File: src/core/serial_pkg.sv
package serial_pkg;

  // Register byte offsets
  localparam logic [4:0] MODE_OFS = 5'h00;
  localparam logic [4:0] CTRL_OFS = 5'h04;
  localparam logic [4:0] STAT_OFS = 5'h08;
  localparam logic [4:0] MASK_OFS = 5'h0c;
  localparam logic [4:0] TXD_OFS  = 5'h10;
  localparam logic [4:0] RXD_OFS  = 5'h14;
  localparam logic [4:0] BAUD_OFS = 5'h18;

  // Mode register fields
  localparam int MODE_SYNC = 7;
  localparam int MODE_CHAR_LEN = 6;
  localparam int MODE_PARITY   = 5;
  localparam int MODE_ODD  = 4;
  localparam int MODE_STOP = 3;
  localparam int MODE_MULTI = 2;

  // Control register fields
  localparam int CTRL_EXT = 1;
  localparam int CTRL_CKO = 0;
  localparam int CTRL_MPB = 2;
  localparam int CTRL_RE  = 4;
  localparam int CTRL_TE  = 5;

  // Status events
  localparam int EV_TXE  = 0;
  localparam int EV_RXF  = 1;
  localparam int EV_OVERRUN = 2;
  localparam int EV_FER  = 3;
  localparam int EV_PER  = 4;
  localparam int EV_TEND = 5;
  localparam int NUM_EV  = 6;
  localparam int STAT_HOLD_EMPTY = 8;
  localparam int STAT_RX_FULL    = 9;

  localparam logic [7:0] MODE_RST = 8'h00;
  localparam logic [7:0] CTRL_RST = 8'h00;
  localparam logic [7:0] MASK_RST = 8'h00;
  localparam logic [7:0] BAUD_RST = 8'h00;

  // Oversampling ticks per bit and sample point
  localparam logic [3:0] LAST_TICK   = 4'hf;
  localparam logic [3:0] SAMPLE_TICK = 4'h7;
  localparam logic [3:0] BITS_8      = 4'h8;
  localparam logic [3:0] BITS_7      = 4'h7;

  typedef struct packed {
    logic sync;
    logic seven;
    logic parity;
    logic odd;
    logic two_stop;
    logic multi;
  } fmt_type;

  typedef struct packed {
    logic txd;
    logic sck_out;
    logic sck_oe;
  } pins_type;

  function automatic fmt_type decode_fmt(input logic [7:0] m);
    fmt_type f;
    f.sync     = m[MODE_SYNC];
    f.seven    = m[MODE_CHAR_LEN] & ~m[MODE_SYNC];
    f.parity   = m[MODE_PARITY] & ~m[MODE_MULTI] & ~m[MODE_SYNC];
    f.odd      = m[MODE_ODD];
    f.two_stop = m[MODE_STOP] & ~m[MODE_SYNC];
    f.multi    = m[MODE_MULTI] & ~m[MODE_SYNC];
    return f;
  endfunction

  function automatic logic [3:0] nbits(input fmt_type f);
    return f.seven ? BITS_7 : BITS_8;
  endfunction

endpackage

File: src/core/edge_sync.sv
`timescale 1ns/1ns
module edge_sync (
  input  wire logic clk,
  input  wire logic rstn,
  input  wire logic pin,
  output logic      level,
  output logic      rise,
  output logic      fall
);
  logic meta_reg;
  logic sync_reg;
  logic prev_reg;

  // Resets high so an idle line reads as mark
  always_ff @(posedge clk) begin
    if (!rstn) begin
      meta_reg <= 1'b1;
      sync_reg <= 1'b1;
      prev_reg <= 1'b1;
    end else begin
      meta_reg <= pin;
      sync_reg <= meta_reg;
      prev_reg <= sync_reg;
    end
  end

  assign level = sync_reg;
  assign rise  = sync_reg & ~prev_reg;
  assign fall  = ~sync_reg & prev_reg;
endmodule

File: src/core/serial_comm_unit.sv
// Function
// - Synchronous mode always sends and takes eight data bits, no parity, no stop.
// - Synchronous receive reports only overrun errors.
// - Synchronous internal clock: baud generator clocks the unit, clock pin driven out.
// - Synchronous external clock: shift on the incoming clock, baud generator idle.
// - Mode bit 7 set selects synchronous mode, ignoring format bits; clear selects async.
// - Async format: bit 6 seven bits, bit 5 parity, bit 3 two stops, bit 2 multiprocessor.
// - Async with control bits 1:0 at zero: internal clock, clock pin unused.
// - Async with control 1:0 at 01: drive clock pin at the bit rate.
// - Synchronous: control bit 1 clear drives clock out, set takes it in.
// - Async characters framed by start and stop, resynchronised every character.
// - Transmitter and receiver run independently for full duplex.
// - Each direction has one buffered word besides its shift register.
// - Line idles high; a fall to low starts a character.
// - Send start low, data LSB first, optional parity, then high stop bits.
// - Receive bit timing aligns to the start bit falling edge.
// - Sample each bit on the eighth of sixteen ticks, the bit centre.
// - Sixteen async formats selected through the mode register.
`timescale 1ns/1ns
module serial_comm_unit #(
  parameter int BAUD_W = 8
) (
  input  wire logic        clk,
  input  wire logic        rstn,
  input  wire logic [4:0]  address,
  input  wire logic        read,
  input  wire logic        write,
  input  wire logic [31:0] writedata,
  output logic [31:0]      readdata,
  output logic             waitrequest,
  output logic             irq,
  output logic             txd,
  input  wire logic        rxd,
  input  wire logic        sck_in,
  output logic             sck_out,
  output logic             sck_oe
);
  typedef enum logic [2:0] {R_IDLE, R_START, R_DATA, R_PAR, R_STOP} rx_state_type;

  // Register file
  logic [7:0]                  mode_reg, mode_next;
  logic [7:0]                  ctrl_reg, ctrl_next;
  logic [7:0]                  mask_reg, mask_next;
  logic [BAUD_W-1:0]           baud_reg, baud_next;
  logic [serial_pkg::NUM_EV-1:0] status_reg, status_next;
  logic [7:0]                  hold_reg, hold_next;
  logic                        hold_full_reg, hold_full_next;
  logic [7:0]                  rxbuf_reg, rxbuf_next;
  logic                        rx_full_reg, rx_full_next;
  logic [31:0]                 readdata_reg, readdata_next;
  logic                        wait_reg, wait_next;
  logic                        ack_reg, ack_next;
  logic                        irq_reg, irq_next;

  // Clock generation
  logic [BAUD_W-1:0]           bdiv_reg, bdiv_next;
  logic [3:0]                  ph_reg, ph_next;
  serial_pkg::pins_type        pins_reg, pins_next;

  // Receiver
  rx_state_type                rst_reg, rst_next;
  logic [7:0]                  rsh_reg, rsh_next;
  logic [3:0]                  rcnt_reg, rcnt_next;
  logic [3:0]                  tcnt_reg, tcnt_next;
  logic                        rpar_reg, rpar_next;
  logic                        rdone_reg, rdone_next;
  logic                        rfe_reg, rfe_next;
  logic                        rpe_reg, rpe_next;

  serial_pkg::fmt_type         fmt;
  logic                        ext, te, re;
  logic                        rx_lvl, rx_fall;
  logic                        sck_rise, sck_fall;
  logic                        tick, adv, samp, smp, bit_in;
  logic                        acc, wr, rd_stat;
  logic                        take, tx_done, tx_line;
  logic [serial_pkg::NUM_EV-1:0] ev;
  logic [7:0]                  rx_word;

  assign fmt = serial_pkg::decode_fmt(mode_reg);
  assign ext = ctrl_reg[serial_pkg::CTRL_EXT];
  assign te  = ctrl_reg[serial_pkg::CTRL_TE];
  assign re  = ctrl_reg[serial_pkg::CTRL_RE];

  edge_sync rx_sync (
    .clk   (clk),
    .rstn  (rstn),
    .pin   (rxd),
    .level (rx_lvl),
    .rise  (),
    .fall  (rx_fall)
  );

  edge_sync sck_sync (
    .clk   (clk),
    .rstn  (rstn),
    .pin   (sck_in),
    .level (),
    .rise  (sck_rise),
    .fall  (sck_fall)
  );

  // External clock replaces the baud divider as the tick source
  assign tick   = ext ? sck_rise : (bdiv_reg == baud_reg);
  assign adv    = (fmt.sync && ext) ? sck_fall : (tick && ph_reg == serial_pkg::LAST_TICK);
  assign samp   = ext ? sck_rise : (tick && ph_reg == serial_pkg::SAMPLE_TICK);
  assign smp    = tick && tcnt_reg == serial_pkg::SAMPLE_TICK;
  assign bit_in = fmt.sync ? samp : smp;

  tx_shifter tx (
    .clk   (clk),
    .rstn  (rstn),
    .en    (te),
    .adv   (adv),
    .fmt   (fmt),
    .mpb   (ctrl_reg[serial_pkg::CTRL_MPB]),
    .valid (hold_full_reg),
    .data  (hold_reg),
    .take  (take),
    .done  (tx_done),
    .line  (tx_line)
  );

  always_comb begin
    bdiv_next = ext ? '0 : (tick ? '0 : bdiv_reg + 1'b1);
    ph_next   = tick ? ph_reg + 4'h1 : ph_reg;
    pins_next.txd     = te ? tx_line : 1'b1;
    // Low half then high half: rising edge lands at bit centre
    pins_next.sck_out = ph_reg[3];
    pins_next.sck_oe  = !ext && (fmt.sync || ctrl_reg[serial_pkg::CTRL_CKO]);
  end

  always_ff @(posedge clk) begin
    if (!rstn) begin
      bdiv_reg <= '0;
      ph_reg   <= 4'h0;
      pins_reg <= '{txd: 1'b1, sck_out: 1'b0, sck_oe: 1'b0};
    end else begin
      bdiv_reg <= bdiv_next;
      ph_reg   <= ph_next;
      pins_reg <= pins_next;
    end
  end

  // Receiver
  assign rx_word = fmt.seven ? {1'b0, rsh_reg[7:1]} : rsh_reg;

  always_comb begin
    rst_next   = rst_reg;
    rsh_next   = rsh_reg;
    rcnt_next  = rcnt_reg;
    tcnt_next  = tick ? tcnt_reg + 4'h1 : tcnt_reg;
    rpar_next  = rpar_reg;
    rdone_next = 1'b0;
    rfe_next   = 1'b0;
    rpe_next   = 1'b0;
    if (!re) begin
      rst_next = R_IDLE;
    end else begin
      unique case (rst_reg)
        R_IDLE: begin
          rcnt_next = 4'h0;
          rpar_next = 1'b0;
          if (fmt.sync) begin
            rst_next = R_DATA;
          end else if (rx_fall) begin
            rst_next  = R_START;
            tcnt_next = 4'h0;
          end
        end
        R_START: begin
          if (smp) begin
            rst_next = rx_lvl ? R_IDLE : R_DATA;
          end
        end
        R_DATA: begin
          if (bit_in) begin
            rsh_next  = {rx_lvl, rsh_reg[7:1]};
            rpar_next = rpar_reg ^ rx_lvl;
            rcnt_next = rcnt_reg + 4'h1;
            if (rcnt_next == serial_pkg::nbits(fmt)) begin
              rcnt_next = 4'h0;
              rpar_next = 1'b0;
              if (fmt.sync) begin
                rdone_next = 1'b1;
              end else begin
                rpar_next = rpar_reg ^ rx_lvl;
                rst_next  = (fmt.parity || fmt.multi) ? R_PAR : R_STOP;
              end
            end
          end
        end
        R_PAR: begin
          if (smp) begin
            rst_next = R_STOP;
            rpar_next = fmt.parity && ((rpar_reg ^ rx_lvl) != fmt.odd);
          end
        end
        R_STOP: begin
          if (smp) begin
            rst_next   = R_IDLE;
            rdone_next = 1'b1;
            rfe_next   = !rx_lvl;
            rpe_next   = rpar_reg;
          end
        end
      endcase
    end
  end

  always_ff @(posedge clk) begin
    if (!rstn) begin
      rst_reg   <= R_IDLE;
      rsh_reg   <= 8'h00;
      rcnt_reg  <= 4'h0;
      tcnt_reg  <= 4'h0;
      rpar_reg  <= 1'b0;
      rdone_reg <= 1'b0;
      rfe_reg   <= 1'b0;
      rpe_reg   <= 1'b0;
    end else begin
      rst_reg   <= rst_next;
      rsh_reg   <= rsh_next;
      rcnt_reg  <= rcnt_next;
      tcnt_reg  <= tcnt_next;
      rpar_reg  <= rpar_next;
      rdone_reg <= rdone_next;
      rfe_reg   <= rfe_next;
      rpe_reg   <= rpe_next;
    end
  end

  // Events; a word arriving while the buffer is full is dropped as overrun
  always_comb begin
    ev = '0;
    ev[serial_pkg::EV_TXE]  = take;
    ev[serial_pkg::EV_TEND] = tx_done;
    ev[serial_pkg::EV_RXF]  = rdone_reg && !rx_full_reg;
    ev[serial_pkg::EV_OVERRUN] = rdone_reg && rx_full_reg;
    ev[serial_pkg::EV_FER]  = rdone_reg && !rx_full_reg && rfe_reg && !fmt.sync;
    ev[serial_pkg::EV_PER]  = rdone_reg && !rx_full_reg && rpe_reg && !fmt.sync;
  end

  // Bus slave: one wait cycle, then the answer
  assign acc     = (read || write) && ack_reg;
  assign wr      = acc && write;
  assign rd_stat = acc && read && address == serial_pkg::STAT_OFS;

  always_comb begin
    mode_next      = mode_reg;
    ctrl_next      = ctrl_reg;
    mask_next      = mask_reg;
    baud_next      = baud_reg;
    hold_next      = hold_reg;
    rxbuf_next     = rxbuf_reg;
    ack_next       = (read || write) && !ack_reg;
    wait_next      = !ack_next;
    readdata_next  = readdata_reg;
    // Clear only the bits the read returned, so a fresh event survives
    status_next    = (rd_stat ? status_reg & ~readdata_reg[serial_pkg::NUM_EV-1:0] : status_reg) | ev;
    hold_full_next = (hold_full_reg && !take) || !te ? hold_full_reg && !take && te : 1'b0;
    rx_full_next   = rx_full_reg || ev[serial_pkg::EV_RXF];
    if (ev[serial_pkg::EV_RXF]) begin
      rxbuf_next = rx_word;
    end
    if (read && !ack_reg) begin
      readdata_next = 32'h0000_0000;
      unique case (address)
        serial_pkg::MODE_OFS: readdata_next[7:0] = mode_reg;
        serial_pkg::CTRL_OFS: readdata_next[7:0] = ctrl_reg;
        serial_pkg::MASK_OFS: readdata_next[7:0] = mask_reg;
        serial_pkg::BAUD_OFS: readdata_next[BAUD_W-1:0] = baud_reg;
        serial_pkg::RXD_OFS:  readdata_next[7:0] = rxbuf_reg;
        serial_pkg::STAT_OFS: begin
          readdata_next[serial_pkg::NUM_EV-1:0]    = status_reg;
          readdata_next[serial_pkg::STAT_HOLD_EMPTY] = !hold_full_reg;
          readdata_next[serial_pkg::STAT_RX_FULL]    = rx_full_reg;
        end
        default: readdata_next = 32'h0000_0000;
      endcase
    end
    if (read && ack_reg && address == serial_pkg::RXD_OFS) begin
      rx_full_next = ev[serial_pkg::EV_RXF];
    end
    if (wr) begin
      unique case (address)
        serial_pkg::MODE_OFS: mode_next = writedata[7:0];
        serial_pkg::CTRL_OFS: ctrl_next = writedata[7:0];
        serial_pkg::MASK_OFS: mask_next = writedata[7:0];
        serial_pkg::BAUD_OFS: baud_next = writedata[BAUD_W-1:0];
        serial_pkg::TXD_OFS: begin
          hold_next      = writedata[7:0];
          hold_full_next = te;
        end
        default: ;
      endcase
    end
    irq_next = |(status_next & mask_next[serial_pkg::NUM_EV-1:0]);
  end

  always_ff @(posedge clk) begin
    if (!rstn) begin
      mode_reg      <= serial_pkg::MODE_RST;
      ctrl_reg      <= serial_pkg::CTRL_RST;
      mask_reg      <= serial_pkg::MASK_RST;
      baud_reg      <= serial_pkg::BAUD_RST[BAUD_W-1:0];
      status_reg    <= '0;
      hold_reg      <= 8'h00;
      hold_full_reg <= 1'b0;
      rxbuf_reg     <= 8'h00;
      rx_full_reg   <= 1'b0;
      readdata_reg  <= 32'h0000_0000;
      wait_reg      <= 1'b1;
      ack_reg       <= 1'b0;
      irq_reg       <= 1'b0;
    end else begin
      mode_reg      <= mode_next;
      ctrl_reg      <= ctrl_next;
      mask_reg      <= mask_next;
      baud_reg      <= baud_next;
      status_reg    <= status_next;
      hold_reg      <= hold_next;
      hold_full_reg <= hold_full_next;
      rxbuf_reg     <= rxbuf_next;
      rx_full_reg   <= rx_full_next;
      readdata_reg  <= readdata_next;
      wait_reg      <= wait_next;
      ack_reg       <= ack_next;
      irq_reg       <= irq_next;
    end
  end

  assign readdata    = readdata_reg;
  assign waitrequest = wait_reg;
  assign irq         = irq_reg;
  assign txd         = pins_reg.txd;
  assign sck_out     = pins_reg.sck_out;
  assign sck_oe      = pins_reg.sck_oe;
endmodule

File: src/core/tx_shifter.sv
`timescale 1ns/1ns
module tx_shifter (
  input  wire logic                clk,
  input  wire logic                rstn,
  input  wire logic                en,
  input  wire logic                adv,
  input  serial_pkg::fmt_type      fmt,
  input  wire logic                mpb,
  input  wire logic                valid,
  input  wire logic [7:0]          data,
  output logic                     take,
  output logic                     done,
  output logic                     line
);
  typedef enum logic [2:0] {T_IDLE, T_START, T_DATA, T_PAR, T_STOP} tx_state_type;

  tx_state_type st_reg, st_next;
  logic [7:0]   sh_reg, sh_next;
  logic [3:0]   cnt_reg, cnt_next;
  logic         par_reg, par_next;
  logic         line_reg, line_next;
  logic         take_reg, take_next;
  logic         done_reg, done_next;
  logic         pbit;

  assign pbit = fmt.multi ? mpb : ((^(fmt.seven ? {1'b0, data[6:0]} : data)) ^ fmt.odd);

  always_comb begin
    st_next   = st_reg;
    sh_next   = sh_reg;
    cnt_next  = cnt_reg;
    par_next  = par_reg;
    line_next = line_reg;
    take_next = 1'b0;
    done_next = 1'b0;
    if (!en) begin
      st_next   = T_IDLE;
      line_next = 1'b1;
    end else if (adv) begin
      unique case (st_reg)
        T_IDLE, T_STOP: begin
          if (st_reg == T_STOP && fmt.two_stop && cnt_reg == 4'h0) begin
            cnt_next = 4'h1;
          end else if (valid) begin
            take_next = 1'b1;
            par_next  = pbit;
            if (fmt.sync) begin
              st_next   = T_DATA;
              line_next = data[0];
              sh_next   = {1'b1, data[7:1]};
              cnt_next  = 4'h1;
            end else begin
              st_next   = T_START;
              line_next = 1'b0;
              sh_next   = data;
            end
          end else begin
            done_next = (st_reg == T_STOP);
            st_next   = T_IDLE;
            line_next = 1'b1;
          end
        end
        T_START: begin
          st_next   = T_DATA;
          line_next = sh_reg[0];
          sh_next   = {1'b1, sh_reg[7:1]};
          cnt_next  = 4'h1;
        end
        T_DATA: begin
          if (cnt_reg != serial_pkg::nbits(fmt)) begin
            line_next = sh_reg[0];
            sh_next   = {1'b1, sh_reg[7:1]};
            cnt_next  = cnt_reg + 4'h1;
          end else if (fmt.sync) begin
            if (valid) begin
              take_next = 1'b1;
              line_next = data[0];
              sh_next   = {1'b1, data[7:1]};
              cnt_next  = 4'h1;
            end else begin
              done_next = 1'b1;
              st_next   = T_IDLE;
              line_next = 1'b1;
            end
          end else if (fmt.parity || fmt.multi) begin
            st_next   = T_PAR;
            line_next = par_reg;
          end else begin
            st_next   = T_STOP;
            line_next = 1'b1;
            cnt_next  = 4'h0;
          end
        end
        T_PAR: begin
          st_next   = T_STOP;
          line_next = 1'b1;
          cnt_next  = 4'h0;
        end
      endcase
    end
  end

  always_ff @(posedge clk) begin
    if (!rstn) begin
      st_reg   <= T_IDLE;
      sh_reg   <= 8'hff;
      cnt_reg  <= 4'h0;
      par_reg  <= 1'b0;
      line_reg <= 1'b1;
      take_reg <= 1'b0;
      done_reg <= 1'b0;
    end else begin
      st_reg   <= st_next;
      sh_reg   <= sh_next;
      cnt_reg  <= cnt_next;
      par_reg  <= par_next;
      line_reg <= line_next;
      take_reg <= take_next;
      done_reg <= done_next;
    end
  end

  assign take = take_reg;
  assign done = done_reg;
  assign line = line_reg;
endmodule
File: config.mk
export PLATFORM = sky130hd
export DESIGN_NAME = serial_comm_unit
export DESIGN_NICKNAME = d
export VERILOG_FILES = /design/src/core/serial_pkg.sv /design/src/core/edge_sync.sv /design/src/core/serial_comm_unit.sv /design/src/core/tx_shifter.sv
export SDC_FILE = /design/constraint.sdc
export NUM_CORES = 1
export LEC_CHECK = 0
export BUFFER_PORTS_ARGS = -buffer_cell sky130_fd_sc_hd__buf_2
export CAP_MARGIN = 20
export CORE_AREA = 5 5 115 117
export DETAILED_ROUTE_END_ITERATION = 6
export DIE_AREA = 0 0 120 122
export PLACE_DENSITY = 0.78
export REMOVE_ABC_BUFFERS = 1
export SLEW_MARGIN = 15
export SYNTH_ARGS = -nofsm -noshare
export SYNTH_HDL_FRONTEND = slang
export SYNTH_HIERARCHICAL = 1
export SYNTH_SLANG_ARGS = --single-unit
File: constraint.sdc
create_clock -name clk -period 3.4 [get_ports clk]
set_clock_uncertainty 0.05 [all_clocks]
set_input_delay 0.34 -clock clk [delete_from_list [all_inputs] [get_ports clk]]
set_output_delay 0.34 -clock clk [all_outputs]
set_load 0.02 [all_outputs]
==> summary.md <==
| Metric | Value |
|---|---|
| Int Power | 0.00274 W |
| Post-CTS setup buffer count | 0 |
| I/O Buffers | 33 |
| Via count | 5885 |
| Placed instance area | 7130 um^2 |
| H-Tree Depth | 4 |
| Final period utilization | 0.841 |
| P_leak | 2.73 nW |
| First-pass GRT wire length | 28200 um |
| # setup viols final | 0 |
| Syn Inst Count | 777 |
| CTS Buf Count | 17 |
| Largest net degree at the start of global routing | 45 |
| Syn avg cell area | 8.92 um^2 |
| Final Cell Area | 7690 um^2 |
| Dpl ws | 0.608 ns |
| Tmin final | 2.86 ns |
| Synth warnings | 6 |
| Initial antenna violation count | 0 |
| Crit end category | flip-flop |
| Switching Share | 0.218 |
| Sequential power share | 0.450 |
| Initial Util | 0.565 |
| CP cell instances | xnor2_1 > nand4_1 > o31ai_4 > nand4_1 > a21oi_1 > a31o_2 > nand2_1 > a211oi_1 > o211ai_4 > nor2_4 > a32oi_1 |
| Peak supply drop | 308 uV |
| Cell Area, Synth | 6930 um^2 |
| Die width | 120 um |
| DRT Pass-1 Iters | 5 |
| DRC Markers | 0 |
| Net Switching | 0.000763 W |
| Placer Congestion | 0.899 |
| Post-detail-place hpwl | 12300 um |
| Clk pwr share | 0.504 |
| Clock sink count | 132 |
| Drt initial violations | 674 |
| WHS Endpoint | rx_sync/meta_reg$_SDFF_PN1_ |
| Hold Buf Count CTS | 0 |
| Share of cells above drive strength 1 | 0.119 |
| TritonCTS clock tree | built |
| Design Power | 0.00350 W |
| Worst Reg-to-Reg Cells | 11 |
| Crit Path Max Fanout | 10 |
| IO Pins | 80 |
| Routed vias/inst | 6.10 |
| Max-Cap Viols | 0 |
| Die area | 14600 um^2 |
| Reg-to-Reg End | tx/sh_reg[1]$_SDFFE_PN1P_ |
| Worst Min Path Start | rxd |
| Critical path arrival | 3.10 ns |
| FF-to-FF Start | bdiv_reg[0]$_SDFF_PP0_ |
| Max_slew headroom | 0.372 |
| Die H | 122 um |
| Routed WL | 17300 um |
| Tot GR Track Use | 0.241 |
| Worst Max-Slew Pin Slew | 0.941 ns |
| Max-slew violations | 0 |
| Clk Tree Root Cell | clkbuf_16 |
| Nets | 852 |
| Clock Pin Slew Worst Setup and Hold Paths | 0.05 ns |
| Fmax | 0.350 GHz |
| Area Growth Syn to Fin | 11.0% |
| RSZ-0062 raised after global routing | false |
| Clock Tree Buf Depth | 2 |
| Worst Setup Slack, final | 0.540 ns |
| CTS resizes | 0 |
| Flip-flop count of the largest register after layout | 10 |
| Worst-Skew Late Latency | 0.42 ns |
| Commonest non-fill, non-tap cell in the layout | dfxtp_1 |
| ANT cells | 0 |
| Drt wl/cell | 17.9 um |
| Final Hold Vio Count | 0 |
| Commonest cells after routing, fill and taps aside | dfxtp_1 (132), nand2_1 (82), mux2i_1 (58) |
| Core ar. | 12300 um^2 |
| Combinational share of power | 0.046 |
| Hold depth | 2 |
| Startpoint Class | flip-flop |
| Crit path kind | reg -> reg |
| Gr ovfl total | 0 |
| Status | finished, final reports clean |
| R2R Setup Slk | 0.54 ns |
| Vias in the first global route | 5700 |
| # rows | 41 |
| P per Cell Area | 456 nW/um^2 |
| Hold crit path type | in -> reg |
| Post-route ant nets | 0 |
| Setup TNS | 0 ns |
| CP most frequent cell | nand4_1 |
| Crit path required time | 3.64 ns |
| Biggest cell delay along the critical path | 0.44 ns |
| Crit path max-delay cell type | dfxtp_1 |
==> routing by layer <==
metal  part of all wire  up-vias  GRT usage  routed length [um]
met5                  0        -          0                   0
met4              0.025        0      0.103                 434
met3              0.066       37     0.0525                1140
met2               0.48      244      0.398                8320
met1               0.43     2816      0.305                7370
li1                   -     2788          -                   -
==> critical path: cells and delay by family (launching register included) <==
kind	cells	cell delay [ns]
simple gates	4	0.73
flops	1	0.44
xor+xnor	1	0.15
compound gates	6	1.35
==> stage by stage <==
step	instances	utilization	hold slack [ns]
global route	964	0.628	0.0554
detailed placement	934	0.582	0.342
finish	964	0.628	0.0497
floorplan	739	-	0.336
global placement	934	0.582	0.341
CTS	964	0.628	0.0359
==> worst max-delay path by stage <==
stage | slack [ns] | endpoint | startpoint | cells past startpoint
6_report | 0.54 | tx/sh_reg[1]$_SDFFE_PN1P_ | bdiv_reg[0]$_SDFF_PP0_ | 11
4_1_cts | 0.59 | tx/sh_reg[1]$_SDFFE_PN1P_ | bdiv_reg[0]$_SDFF_PP0_ | 11
3_3_place_gp | 0.71 | tx/sh_reg[1]$_SDFFE_PN1P_ | bdiv_reg[0]$_SDFF_PP0_ | 11
2_1_floorplan | 0.62 | rst_reg[1]$_SDFFE_PN0P_ | mode_reg[7]$_SDFFE_PN0P_ | 6
5_1_grt | 0.29 | tx/sh_reg[1]$_SDFFE_PN1P_ | bdiv_reg[0]$_SDFF_PP0_ | 11
3_5_place_dp | 0.61 | tx/sh_reg[1]$_SDFFE_PN1P_ | bdiv_reg[0]$_SDFF_PP0_ | 11
==> layout make-up <==
type	instances	area (um^2)
clock buffer	25	485
fill	1019	4570
sequential	132	2640
tap	150	188
multi-input combinational	591	3990
timing repair buffer	45	255
inverter	16	60.1
clock inverter	5	75.1
==> power groups by stage <==
stage / Combinational, W / Clock [W] / Sequential (W)
after floorplan: 0.0000868 / 0 / 0.00161
after global placement: 0.000153 / 0 / 0.00161
after detailed placement: 0.000157 / 0 / 0.00161
after CTS: 0.000158 / 0.00178 / 0.00158
after global routing: 0.000174 / 0.00184 / 0.00158
final: 0.000160 / 0.00177 / 0.00158
No activity file was read; power rests on OpenSTA's default activity.
